==> src/adc_conv_pkg.sv <==
// Shared constants and types for the parallel converter interface
package adc_conv_pkg;
   localparam int        RESULT_WIDTH     = 16;          // Result word width
   localparam int        HALF_WIDTH       = 8;           // Byte width for swapping
   localparam int        CLK_PERIOD_NS    = 100;         // Clock period
   localparam int        BUSY_DELAY_NS    = 83;          // Longest start-to-busy time
   localparam int        BUSY_DELAY_CYC   = (BUSY_DELAY_NS / CLK_PERIOD_NS) < 1 ? 1 : (BUSY_DELAY_NS / CLK_PERIOD_NS);
   localparam int        CONV_TIME_NS     = 4000;        // Conversion time
   localparam int        CONV_TIME_CYC    = CONV_TIME_NS / CLK_PERIOD_NS;
   localparam int        FIFO_DEPTH       = 8;           // Result buffer depth
   localparam logic [15:0] RESULT_RESET   = 16'h0000;    // Output register after reset

   // Converter sequencing states
   typedef enum logic [1:0] {IDLE, CONVERT, STORE} conv_state_type;

   // Raw control pins after synchronisation
   typedef struct packed {
      logic chipSelectN;
      logic readConvert;
      logic byteSwap;
   } ctrl_pins_type;
endpackage

==> src/result_fifo.sv <==
// Parameterised valid/ready FIFO for conversion results
`timescale 1ns/1ns
`default_nettype none
module result_fifo
   import adc_conv_pkg::*;
#(
   parameter int WIDTH = 16,
   parameter int DEPTH = 8
) (
   input  wire logic             clk,
   input  wire logic             rst,
   input  wire logic [WIDTH-1:0] inData,
   input  wire logic             inValid,
   output logic                  inReady,
   output logic      [WIDTH-1:0] outData,
   output logic                  outValid,
   input  wire logic             outReady
);
   localparam int AW = $clog2(DEPTH);
   logic [WIDTH-1:0] mem [DEPTH];            // Storage array
   logic [AW:0]      count;                  // Entries held
   logic [AW:0]      next_count;
   logic [AW-1:0]    wrPtr;                  // Write position
   logic [AW-1:0]    next_wrPtr;
   logic [AW-1:0]    rdPtr;                  // Read position
   logic [AW-1:0]    next_rdPtr;
   logic             next_inReady;           // Room left after this cycle
   logic             doWrite;
   logic             doRead;

   ////////////////////////////////////////////////////////////////
   // Handshake flags and pointer updates
   always_comb begin
      outValid   = (count != '0);
      outData    = mem[rdPtr];
      doWrite    = inValid && inReady;
      doRead     = outValid && outReady;
      next_wrPtr = doWrite ? AW'((wrPtr + 1'b1) % DEPTH) : wrPtr;
      next_rdPtr = doRead ? AW'((rdPtr + 1'b1) % DEPTH) : rdPtr;
      next_count = count + (AW+1)'(doWrite) - (AW+1)'(doRead);
      next_inReady = (next_count != (AW+1)'(DEPTH));
   end

   // Pointer and count registers
   always_ff @(posedge clk or posedge rst) begin
      if (rst) begin
         count   <= '0;
         wrPtr   <= '0;
         rdPtr   <= '0;
         inReady <= 1'b1;
      end else begin
         inReady <= next_inReady;
         count <= next_count;
         wrPtr <= next_wrPtr;
         rdPtr <= next_rdPtr;
      end
   end

   // Storage write, no reset needed for data
   always_ff @(posedge clk) begin
      if (doWrite) begin
         mem[wrPtr] <= inData;
      end
   end
endmodule // result_fifo
`default_nettype wire

==> src/parallel_adc_conversion_interface.sv <==
// Conversion control and tri-state parallel read-out of a 16-bit converter
// Notes on behaviour
// - Data pins float when deselected or converting-low
// - Byte select low gives natural bit order
// - Byte select high swaps the two bytes
// - Convert falling edge with select low starts
// - Convert rising edge with select low drives
// - Select ORed with convert; select fall starts
// - Select fall with convert high drives bus
// - Busy low from start until result latched
// - Select tied low: data valid at busy rise
// - Busy falls within 83 ns of start; here busy falls about three clocks after the pin moves
// - Results are two's complement words
// - First result after power-up is indeterminate
`timescale 1ns/1ns
`default_nettype none
////////////////////////////////////////////////////////////////
// Timing overview
// - Select, convert and byte pins are asynchronous; each passes two
//   flip-flops, so the block reacts about three clocks after a pin moves.
// - A start is the fall of the combined select-OR-convert level; starts
//   that arrive while a conversion runs are ignored.
// - Busy falls one clock after the start is seen and rises on the same
//   edge that latches the new word into the output register.
// - The bus word is formed from the value being latched, so the pins
//   already carry the new result when busy rises.
// - The output enable is a registered level; it opens on entering the
//   read stance and closes as soon as select rises or convert falls.
// - Conversion length is a parameter in clock cycles; the result waits
//   in STORE until the analog core has offered a sample.
module parallel_adc_conversion_interface
   import adc_conv_pkg::*;
#(
   parameter int CONV_CYCLES = CONV_TIME_CYC
) (
   input  wire logic                    clk,
   input  wire logic                    rst,
   input  wire logic                    chipSelectN,
   input  wire logic                    readConvert,
   input  wire logic                    byteSelect,
   input  wire logic [RESULT_WIDTH-1:0] sampleCode,
   input  wire logic                    sampleValid,
   output logic                         sampleReady,
   output logic      [RESULT_WIDTH-1:0] dataOut,
   output logic      [RESULT_WIDTH-1:0] dataOe,
   output logic                         busyN,
   output logic                         firstResult
);
   ////////////////////////////////////////////////////////////////
   // Pin synchronisers
   ctrl_pins_type    syncA;                  // First stage, read only by syncB
   ctrl_pins_type    syncB;                  // Second stage
   ctrl_pins_type    prevPins;               // Previous synchronised value
   logic             convLow;                // High while select-OR-convert is low; its rise starts
   logic             prevConvLow;
   logic             startEvent;             // Combined signal fell
   logic             readEvent;              // Output enable opening

   // Two-stage synchronisers plus one stage of history for edge detection
   // Reset values match the idle pin levels so no false edge follows reset
   always_ff @(posedge clk or posedge rst) begin
      if (rst) begin
         syncA       <= '{chipSelectN: 1'b1, readConvert: 1'b1, byteSwap: 1'b0};
         syncB       <= '{chipSelectN: 1'b1, readConvert: 1'b1, byteSwap: 1'b0};
         prevPins    <= '{chipSelectN: 1'b1, readConvert: 1'b1, byteSwap: 1'b0};
         prevConvLow <= 1'b0;
      end else begin
         syncA       <= '{chipSelectN: chipSelectN, readConvert: readConvert, byteSwap: byteSelect};
         syncB       <= syncA;
         prevPins    <= syncB;
         prevConvLow <= convLow;
      end
   end

   // Edge decode on synchronised pins
   always_comb begin
      convLow    = !(syncB.chipSelectN | syncB.readConvert);
      startEvent = convLow && !prevConvLow;
      // Read stance entered: select low with convert high, not so last cycle
      readEvent  = !syncB.chipSelectN && syncB.readConvert &&
                   (prevPins.chipSelectN || !prevPins.readConvert);
   end

   ////////////////////////////////////////////////////////////////
   // Conversion sequencer
   conv_state_type          state;
   conv_state_type          next_state;
   logic [15:0]             convCount;       // Cycles left in conversion
   logic [15:0]             next_convCount;
   logic [RESULT_WIDTH-1:0] resultReg;       // Latched output register
   logic [RESULT_WIDTH-1:0] next_resultReg;
   logic                    next_busyN;
   logic                    firstDone;       // A result has been latched
   logic                    next_firstDone;
   logic                    next_firstResult;
   logic [RESULT_WIDTH-1:0] fifoData;
   logic                    fifoValid;
   logic                    fifoReady;

   // Analog samples buffered ahead of the output register
   result_fifo #(.WIDTH(RESULT_WIDTH), .DEPTH(FIFO_DEPTH)) sampleBuffer (
      .clk      (clk),
      .rst      (rst),
      .inData   (sampleCode),
      .inValid  (sampleValid),
      .inReady  (sampleReady),
      .outData  (fifoData),
      .outValid (fifoValid),
      .outReady (fifoReady)
   );

   // Next-state logic for conversion
   // IDLE waits for a start, CONVERT counts down, STORE latches a sample
   always_comb begin
      next_state       = state;
      next_convCount   = convCount;
      next_resultReg   = resultReg;
      next_busyN       = busyN;
      next_firstDone   = firstDone;
      next_firstResult = firstResult;
      fifoReady        = 1'b0;
      unique case (state)
         IDLE: begin
            // Starts are only honoured while idle
            if (startEvent) begin
               next_state     = CONVERT;
               next_convCount = 16'(CONV_CYCLES);
               next_busyN     = 1'b0;
            end
         end
         CONVERT: begin
            if (convCount > 16'h0001) begin
               // Still converting
               next_convCount = convCount - 16'h0001;
            end else begin
               // Count exhausted: go fetch the result
               next_state = STORE;
            end
         end
         STORE: begin
            // Wait for a held sample, then latch it and release busy
            // An empty buffer keeps busy low; the host simply waits longer
            if (fifoValid) begin
               fifoReady        = 1'b1;
               next_resultReg   = fifoData;
               next_busyN       = 1'b1;
               next_firstResult = !firstDone;
               next_firstDone   = 1'b1;
               next_state       = IDLE;
            end
         end
         default: begin
            // Unused state code: fall back to idle
            next_state = IDLE;
         end
      endcase
   end

   // Sequencer registers
   // Reset leaves busy high and the bus released
   always_ff @(posedge clk or posedge rst) begin
      if (rst) begin
         state       <= IDLE;
         convCount   <= 16'h0000;
         resultReg   <= RESULT_RESET;
         busyN       <= 1'b1;
         firstDone   <= 1'b0;
         firstResult <= 1'b0;
      end else begin
         state       <= next_state;
         convCount   <= next_convCount;
         resultReg   <= next_resultReg;
         busyN       <= next_busyN;
         firstDone   <= next_firstDone;
         firstResult <= next_firstResult;
      end
   end

   ////////////////////////////////////////////////////////////////
   // Output bus drive
   logic [RESULT_WIDTH-1:0] next_dataOut;
   logic [RESULT_WIDTH-1:0] next_dataOe;
   logic                    driveEnable;     // Bus enabled for reading
   logic                    next_driveEnable;

   // Enable closes on any non-read stance, opens on entering one
   always_comb begin
      next_driveEnable = driveEnable;
      if (syncB.chipSelectN || !syncB.readConvert) begin
         next_driveEnable = 1'b0;
      end else if (readEvent || driveEnable) begin
         next_driveEnable = 1'b1;
      end
      // Word follows the register being latched this cycle, so it is valid at busy rise
      if (syncB.byteSwap) begin
         // Byte select high: halves trade places
         next_dataOut = {next_resultReg[HALF_WIDTH-1:0], next_resultReg[RESULT_WIDTH-1:HALF_WIDTH]};
      end else begin
         // Byte select low: natural order
         next_dataOut = next_resultReg;
      end
      // Every data pin shares the one enable
      next_dataOe = {RESULT_WIDTH{next_driveEnable}};
   end

   // Bus drive registers
   // Registered so the pins change only on clock edges
   always_ff @(posedge clk or posedge rst) begin
      if (rst) begin
         driveEnable <= 1'b0;
         dataOut     <= 16'h0000;
         dataOe      <= 16'h0000;
      end else begin
         driveEnable <= next_driveEnable;
         dataOut     <= next_dataOut;
         dataOe      <= next_dataOe;
      end
   end
endmodule // parallel_adc_conversion_interface
`default_nettype wire

==> config.mk <==
export PLATFORM = sky130hd
export DESIGN_NAME = parallel_adc_conversion_interface
export DESIGN_NICKNAME = d
export VERILOG_FILES = /design/src/adc_conv_pkg.sv /design/src/result_fifo.sv /design/src/parallel_adc_conversion_interface.sv
export SDC_FILE = /design/constraint.sdc
export NUM_CORES = 1
export LEC_CHECK = 0
export ABC_AREA = 1
export BUFFER_PORTS_ARGS = -buffer_cell sky130_fd_sc_hd__buf_2
export CAP_MARGIN = 20
export CORE_ASPECT_RATIO = 1.25
export CORE_MARGIN = 2
export CORE_UTILIZATION = 60
export CTS_CLUSTER_SIZE = 12
export DETAILED_ROUTE_END_ITERATION = 12
export PLACE_DENSITY = 0.8
export SLEW_MARGIN = 5
export SYNTH_ARGS = -nofsm -noshare
export SYNTH_HDL_FRONTEND = slang
export SYNTH_SLANG_ARGS = --single-unit
==> constraint.sdc <==
create_clock -name clk -period 3.36 [get_ports clk]
set_input_delay 0.504 -clock clk [delete_from_list [all_inputs] [get_ports clk]]
set_output_delay 0.504 -clock clk [all_outputs]
set_load 0.005 [all_outputs]
==> After elaboration in Yosys (flattened, before gate mapping) <==
Memory sizes are Yosys's and may differ from the RTL's.
Cells that the tools add are included.
{ "totals": {"reg_bits": 75, "latchBits": 0, "mem_bits_rw": 128, "romBits": 0, "inputBits": 22, "output_inout_bits": 35, "word_cells": 78, "n_memories": 1} }
{ "classes": {"addsub": 5, "n_mul": 0, "n_div": 0, "magnitude_cmp": 1, "eq_ne": 7, "shift": 0, "n_mux": 19, "bitwise": 1, "n_reduce_logical": 22} }
{ "mem_list": {"columns": ["memory", "words", "word_bits", "rd", "rd_clocked_by_memory_dff", "wr", "line", "rtl"], "rows": [
  ["sampleBuffer.mem", 8, 16, 1, 0, 1, "result_fifo.sv:20", "logic [WIDTH-1:0] mem [DEPTH];"]
]} }
{ "op_table": {"columns": ["operator", "count"], "rows": [
  ["2-to-1 mux 16 bit", 5],
  ["case mux 16 bit (2 select lines)", 1],
  ["> comparator 16 x 1 -> 1 bit (second input constant)", 1],
  ["subtractor 16 x 1 -> 16 bit (second input constant)", 1],
  ["AND reduction 3 bit", 3],
  ["2-to-1 mux 1 bit", 8],
  ["!= test 2 bit (second input constant)", 4],
  ["adder 3 x 1 -> 3 bit (second input constant)", 2],
  ["zero test 1 bit", 6],
  ["2-to-1 mux 2 bit", 3],
  ["case mux 2 bit (3 select lines)", 1],
  ["logical AND 1 bit", 5],
  ["adder 4 x 1 -> 4 bit", 1],
  ["!= test 4 bit (second input constant)", 1],
  ["nonzero test 2 bit", 2],
  ["nonzero test 4 bit", 1],
  ["subtractor 4 x 1 -> 4 bit", 1],
  ["logical OR 1 bit", 3],
  ["== test 2 x 1 -> 1 bit (second input constant)", 1],
  ["== test 2 bit (second input constant)", 1],
  ["zero test 2 bit", 1],
  ["case mux 1 bit (2 select lines)", 1],
  ["AND reduction 2 bit", 1],
  ["OR 1 bit", 1]
]} }

==> Longest topological paths before layout <==
Gate-level depths: netlist (run 1).
{ "logic_depth": {"word_depth": 6, "depth_mapped": 14, "ltp_nobuf": 13} }

==> Modules after synthesis <==
A second synthesis (run 1) with hierarchy kept.
{ "unflattened": {"cells_unflattened": 965, "area_unflattened_um2": 9223.8} }
{ "by_module_without_submodules": {"columns": ["mod", "instances", "cells_per_inst", "area_per_inst_um2", "seq_area_each_um2"], "rows": [
  ["result_fifo", 1, 628, 6272.3, 4120.2],
  ["parallel_adc_conversion_interface", 1, 337, 2951.6, 1585.3]
]} }

==> Worst setup path after synthesis (run 1) <==
OpenSTA, ideal clock, no wires.
{ "synth_path": {"kind": "flip-flop to flip-flop", "from": "reg sampleBuffer.count[2]", "to": "reg sampleBuffer.inReady", "setup_time_ps": 83, "arrival_time_ps": 2216, "t_required_ps": 3277, "setup_slack_ps": 1062, "stages_incl_launch_ff": 15, "n_path_buf": 1, "synth_period_minus_slack_ps": 2298, "cell_sequence": "dfrtp_1 inv_1 ha_1 nand2_1 nor2_1 nor2_2 buf_2 ha_1 inv_1 ha_1 inv_1 fa_1 inv_1 nor3_1 nand2_1"} }
{ "synth_between": {"elab_chain_len": 6, "word_cells_on_any_way": 7, "cone_classes": "2 x add/sub; 1 x eq/ne; 2 x mux; 2 x reduce/logical"} }
{ "synth_lines": {"columns": ["item", "line", "rtl"], "rows": [
  ["start, declared", "result_fifo.sv:21", "logic [AW:0] count;"],
  ["start signal, assigned", "result_fifo.sv:53", "count <= next_count;"],
  ["nonzero test 4 bit", "result_fifo.sv:34", "outValid = (count != '0);"],
  ["2-to-1 mux 1 bit", "parallel_adc_conversion_interface.sv:143", "if (fifoValid) begin"],
  ["2-to-1 mux 1 bit", "parallel_adc_conversion_interface.sv:122", "unique case (state)"],
  ["via fifoReady", "parallel_adc_conversion_interface.sv:98", "logic fifoReady;"],
  ["logical AND 1 bit", "result_fifo.sv:37", "doRead = outValid && outReady;"],
  ["subtractor 4 x 1 -> 4 bit", "result_fifo.sv:40", "next_count = count + (AW+1)'(doWrite) - (AW+1)'(doRead);"],
  ["via sampleBuffer.next_count[1]", "result_fifo.sv:22", "logic [AW:0] next_count;"],
  ["!= test 4 bit", "result_fifo.sv:41", "next_inReady = (next_count != (AW+1)'(DEPTH));"],
  ["via sampleBuffer.next_inReady", "result_fifo.sv:27", "logic next_inReady;"],
  ["end signal, assigned", "result_fifo.sv:52", "inReady <= next_inReady;"],
  ["end, declared", "result_fifo.sv:14", "output logic inReady,"]
]} }
The timed path passes the listed nets, and every way through them passes these cells.
A chain may end at the register's enable or synchronous reset.

==> Worst setup path after layout (run 1) <==
{ "layout_path": {"from": "reg sampleBuffer.count[2]", "to": "reg sampleBuffer.inReady"} }
{ "layout_between": {"elab_chain_len": 6, "word_cells_on_any_way": 7, "cone_classes": "2 x add/sub; 1 x eq/ne; 2 x mux; 2 x reduce/logical"} }
{ "layout_lines": {"columns": ["item", "line"], "rows": [
  ["nonzero test 4 bit (*)", "result_fifo.sv:34"],
  ["2-to-1 mux 1 bit", "parallel_adc_conversion_interface.sv:143"],
  ["2-to-1 mux 1 bit", "parallel_adc_conversion_interface.sv:122"],
  ["logical AND 1 bit (*)", "result_fifo.sv:37"],
  ["subtractor 4 x 1 -> 4 bit (*)", "result_fifo.sv:40"],
  ["via sampleBuffer.next_count[1]", "result_fifo.sv:22"],
  ["!= test 4 bit (*)", "result_fifo.sv:41"],
  ["via sampleBuffer.next_inReady", "result_fifo.sv:27"]
]} }
The timed path passes the listed nets; every way through them passes the cells marked *.

==> flow_summary.toml, run 1 <==
[outcome]
status = "completed"

[route]
avgRoutedWirePerCell_um = 15.5
vias = 6083
post-route-drc-count = 0
ant_nets = 0
drt-pass1-iter-count = 5
viasPerCell = 5.28
wirelength_mm = 17.9
drt_iter0_markers = 478

[timing]
finalSetupTns_ps = 0
hold_violations = 0
fin_crit_sh_pct = 66.4
tightest_slew_ps = 725
clock.fmax_mhz = 448
period_needed_ps = 2230
finalSetupViolCount = 0
slew_headroom_pct = 51.7
rsz0062_at_grt = "no"
drv_slew = 0
finClkSkew_ps = 11.1

[layout]
post-route-util_pct = 68.1
instances_no_fill = 1151
diodes = 0
final_layout_size_suffix_gt1_share_pct = 12.9
area_delta_synth_final_pct = 10.6
num-fill-cells = 1044
nNetsFinal = 991

[pwr]
power_mw = 8.03
clock_power_share_pct = 25.2
power_frac_comb_pct = 31.8
power.density_mw_per_mm2 = 819
p_leak_nw = 4.65
ir_drop_mv = 0.569
seq_power_share_pct = 43.0
switching_share_pct = 35.1
intPower_mw = 5.22
power.switching_mw = 2.82

[setup_path]
cp_slowest_cell = "fa_1"
critPathCaptureType = "register"
rrSetupSlack_ps = 1130
cp.required_ps = 3770
arrival_ps = 2640
crit_path_cell_trace = "inv_1 -> ha_1 -> nand2_1 -> nor2_1 -> nor2_2 -> ha_1 -> inv_1 -> ha_1 -> inv_1 -> fa_1 -> inv_1 -> nor3_1 -> nand2_1"
crit_fanout = 2
crit_top_cell = "inv_1"
cp_num_buf_inv = 4
startpoint_type = "register"
crit_type = "reg -> reg"
critPathTopFamily = "adder cells"
cpPeakStageDelay_ps = 470

[yosys]
yosys-top-cells-area = "edfxtp_1 (43%), dfrtp_1 (19%), nand2_1 (13%)"
ys_seq_area_share_pct = 64.4
ys_ff_latch = 202
syn-num-nets = 942
synthArstFlopShare_pct = 36.6
synthTopCellsByCount = "nand2_1 (316), edfxtp_1 (128), inv_1 (127), nand3_1 (122), dfrtp_1 (66)"
synth_cell_types = 27
synth_most_common_cell = "nand2_1"
syn-instance-count = 910
synth_top_area_cell = "edfxtp_1"
syn_area_mm2 = 0.00886
yosysWarningCount = 0
synth_edf_count = 128
ys.flop_type = "edfxtp_1"
synth_top_area_share_pct = 43.4
avgSynthCellArea_um2 = 9.74

[clock_tree]
cts.root.buffer_cell = "clkbuf_16"
cts_buffers = 20
cts_tree = "done"
htreeDepth = 1
cts.clk_slew.worst_paths_ps = 60
cts_resized = 0
insertion_delay_ps = 490
clock-sinks = 202
ctsHoldBuffers = 0
clock_path_buffers = 3
post_cts_buffers = 0

[placement]
hpwl_mm = 11.2
placedCellCount = 1115
gp_congestion = 0.845
io_buffer_count = 56

[floorplan]
die_h_um = 140
die-area_mm2 = 0.0158
rows = 49
initial_core_util_pct = 61.5
fp.dieW_um = 113
io-pin-count = 57
core_mm2 = 0.0144

[run]
maxCapViolCount = 0

[worst_hold_path]
holdCritPathClass = "in -> reg"

[global_route]
grt_pass1_wl_mm = 28.9
grt_max_degree = 67
grt_usage_pct = 23.1
globalRoute.totalOverflow = 0
grt_pass1_vias = 5743
antenna_found_initial = 0
[stage by stage]
step,cell area [µm²],worst slack [ps],hold slack (ps)
after global routing,9810,976,102
after detailed placement,9220,1130,353
after CTS,9810,1120,98.1
final,9810,1130,113
after floorplan,8860,988,331
after global placement,9220,1180,346
[cell usage in the layout (no fill, tap or decap), drive strengths merged]
cell type  netlist  final
xnor2            4      4
a21oi            1      1
inv            130    130
nand3          122    122
buf             44     76
clkinv           1      1
or2              2      2
edfxtp         128    128
o311ai           1      1
xor2             7      7
clkbuf           5     36
nand2          322    322
nor2            47     47
ha               9      9
nor3             3      3
o32ai            1      1
dfrtp           66     66
dfstp            8      8
fa               1      1
o21ai            8      8
[kinds of logic (layout without fill, tap and decap cells)]
group           after synthesis  after routing  share of synthesized area, %
xor+xnor                     11             11                          1.09
flops                       202            202                          64.4
compound gates               11             11                         0.706
fa+ha+maj                    10             10                          1.50
simple gates                496            496                          23.3
buf+inv                     180            243                          9.02
[state kept, by name, summed over array words and instances (netlist names), 2 cells and up]
name                count
sampleBuffer.mem      128
dataOut                16
syncA                   3
syncB                   3
sampleBuffer.count      4
sampleBuffer.wrPtr      3
state                   2
resultReg              16
convCount              16
sampleBuffer.rdPtr      3
prevPins                2
[worst paths after layout]
path                                         to  cells past startpoint             startpoint
setup / recovery           sampleBuffer.inReady                     13  sampleBuffer.count[2]
hold / removal                         syncA[1]                      1            readConvert
setup reg to reg           sampleBuffer.inReady                     13  sampleBuffer.count[2]
hold reg to reg                        syncB[2]                      0               syncA[2]
max in group asynchronous  sampleBuffer.inReady                      3                    rst
min in group asynchronous            dataOut[9]                      2                    rst
[power by group through the flow]
stage	logic, mW	registers [mW]	clock network, mW
global placement	2.47	3.47	0
global route	2.90	3.50	2.15
floorplan	1.92	3.46	0
detailed placement	2.54	3.49	0
CTS	2.56	3.45	2.07
finish	2.55	3.45	2.03
[cell type report]
class                           count  area [µm²]  share of cell area [%]
Clock buffer                       36         582                    5.93
Inverter                          131         492                    5.01
Multi-Input combinational cell    528        2360                    24.1
Sequential cell                   202        5710                    58.2
Tap cell                          178         223                    2.27
Timing Repair Buffer               76         443                    4.52
[layer usage]
| metal | track usage, % | vias to the layer above | share of wire [%] |
|---|---|---|---|
| li1 | - | 2958 | - |
| met1 | 32.1 | 2864 | 41 |
| met3 | 3.72 | 41 | 7.0 |
| met5 | 0 | - | 0 |
| met2 | 37.4 | 220 | 49 |
| met4 | 8.15 | 0 | 2.6 |
(Power assumes the default switching activity.)
==> run 2: changes to the inputs <==
==> constraint.sdc (replaced) <==
create_clock -name clk -period 2.2 [get_ports clk]
set_input_delay 0.33 -clock clk [delete_from_list [all_inputs] [get_ports clk]]
set_output_delay 0.33 -clock clk [all_outputs]
set_load 0.005 [all_outputs]
==> run 2 against run 1 <==
Compared with the run above: non-clock buffer count is 5 higher; global-route usage decreased by 0.11 points; cell area grew 1.8%; critical path type unchanged; largest cell class unchanged; largest power group unchanged.
==> flow_summary.toml, run 2 (synthesis results as in run 1) <==
[route]
wl_met2_mm = 8.82
top_layer_used = "met4"
viasPerCell = 5.26
drt-pass1-iter-count = 5
wirelength_mm = 17.7
post-route-drc-count = 0
vias = 6089
wl_met1_mm = 7.07
route.met3.wl_mm = 1.34
drt_iter0_markers = 505
ant_nets = 0
avgRoutedWirePerCell_um = 15.3

[global_route]
grt_max_degree = 42
grt_usage_pct = 23.0
grt_pass1_wl_mm = 28.8
antenna_found_initial = 0
grt_pass1_vias = 5946
globalRoute.totalOverflow = 0

[clock_tree]
insertion_delay_ps = 490
cts.clk_slew.worst_paths_ps = 60
cts_tree = "done"
cts_buffers = 21
clock_path_buffers = 3
cts.root.buffer_cell = "clkbuf_16"
htreeDepth = 1
clock-sinks = 202

[layout]
post-route-util_pct = 69.3
design_area_mm2 = 0.00998
num-fill-cells = 984
final_layout_size_suffix_gt1_share_pct = 14.5
multi_input_area_mm2 = 0.00241
diodes = 0
regMostFlops = "sampleBuffer.mem"
largest_reg_flops = 128
instances_no_fill = 1157
area_delta_synth_final_pct = 12.6
seqCellArea_mm2 = 0.00571
nNetsFinal = 997
layout_commonest_cell = "nand2_1"
final_cell_mix = "nand2_1 (315), edfxtp_1 (128), inv_1 (124)"

[timing]
clock.fmax_mhz = 476
slew_headroom_pct = 59.9
period_needed_ps = 2100
finClkSkew_ps = 11.7
fin_crit_sh_pct = 95.4
finalSetupViolCount = 0
finalSetupTns_ps = 0
tightest_slew_ps = 601
hold_violations = 0
drv_slew = 0

[placement]
io_buffer_count = 56
placed_cell_area_mm2 = 0.00927
gp_congestion = 0.824
hpwl_mm = 10.5
placedCellCount = 1115

[setup_path]
crit_fanout = 2
arrival_ps = 2510
critPathCaptureType = "register"
cp.required_ps = 2610
startpoint_type = "register"
crit_type = "reg -> reg"

[floorplan]
io-pin-count = 57
die_h_um = 140
die-area_mm2 = 0.0158
initial_core_util_pct = 61.5
core_mm2 = 0.0144
rows = 49
fp.dieW_um = 113

[run]
maxCapViolCount = 0

[pwr]
ir_drop_mv = 1.18
power.density_mw_per_mm2 = 1260
power_mw = 12.5
p_leak_nw = 4.71

[worst_hold_path]
holdCritPathClass = "in -> reg"

[outcome]
status = "completed"
==> run 2: cell count changes in the layout (fill, tap and decap cells not counted), sizes merged <==
| cell | previous run | this run |
|---|---|---|
| buf | 76 | 77 |
| dlygate4sd3 | 0 | 4 |
| clkinv | 1 | 2 |
==> run 2: worst max-delay path, stage by stage, from the launching register on <==
cell	delay, ps
dfrtp_1	370
inv_2	80
ha_4	130
nand2_2	60
nor2_2	110
nor2_2	70
ha_4	220
inv_4	50
ha_4	120
inv_1	40
fa_1	470
inv_1	50
nor3_2	160
nand2_1	80
==> run 2: worst paths after layout <==
| path | end | from | slack (ps) | cells past startpoint |
|---|---|---|---|---|
| setup reg to reg | sampleBuffer.inReady | sampleBuffer.count[2] | 100 | 13 |
| hold reg to reg | syncB[1] | syncA[1] | 360 | 0 |
| min in group asynchronous | resultReg[0] | rst | 410 | 3 |
| hold / removal | sampleBuffer.mem[2][13] | sampleCode[13] | 110 | 1 |
| max in group asynchronous | sampleBuffer.inReady | rst | 1210 | 4 |
| setup / recovery | sampleBuffer.inReady | sampleBuffer.count[2] | 100 | 13 |
==> run 2: layout make-up <==
| class | instances | area share [%] |
|---|---|---|
| Timing Repair Buffer | 81 | 5.16 |
| Clock buffer | 36 | 6.31 |
| Inverter | 131 | 4.95 |
| Tap cell | 178 | 2.23 |
| Clock inverter | 1 | 0.0501 |
| Multi-Input combinational cell | 528 | 24.1 |
| Sequential cell | 202 | 57.2 |
==> run 2: stage by stage <==
| stage | setup WS, ps | hold slack [ps] |
|---|---|---|
| CTS | 5.13 | 92.3 |
| detailed placement | 24.1 | 347 |
| global placement | 101 | 334 |
| finish | 101 | 109 |
| floorplan | 1.62 | 331 |
| global route | -17.6 | 113 |
==> run 2: repair_timing <==
action / 4_1_cts / 5_1_grt
hold buffers: 4 / 0
buffers inserted: 0 / 1
resized for setup: 0 / 7
endpoints found under the setup margin: 0 / 1
endpoints found under the hold margin: 19 / 0
==> run 2: metal layers <==
metal | vias to the layer above | track usage [%]
met3 | 38 | 3.59
met4 | 0 | 9.50
met2 | 234 | 38.7
li1 | 2965 | -
met1 | 2852 | 29.9
met5 | - | 0
==> run 2: power breakdown <==
part,internal (mW),switching (mW),total (mW)
clock,1.93,1.32,3.25
sequential,4.91,0.371,5.28
combinational,1.37,2.65,4.01
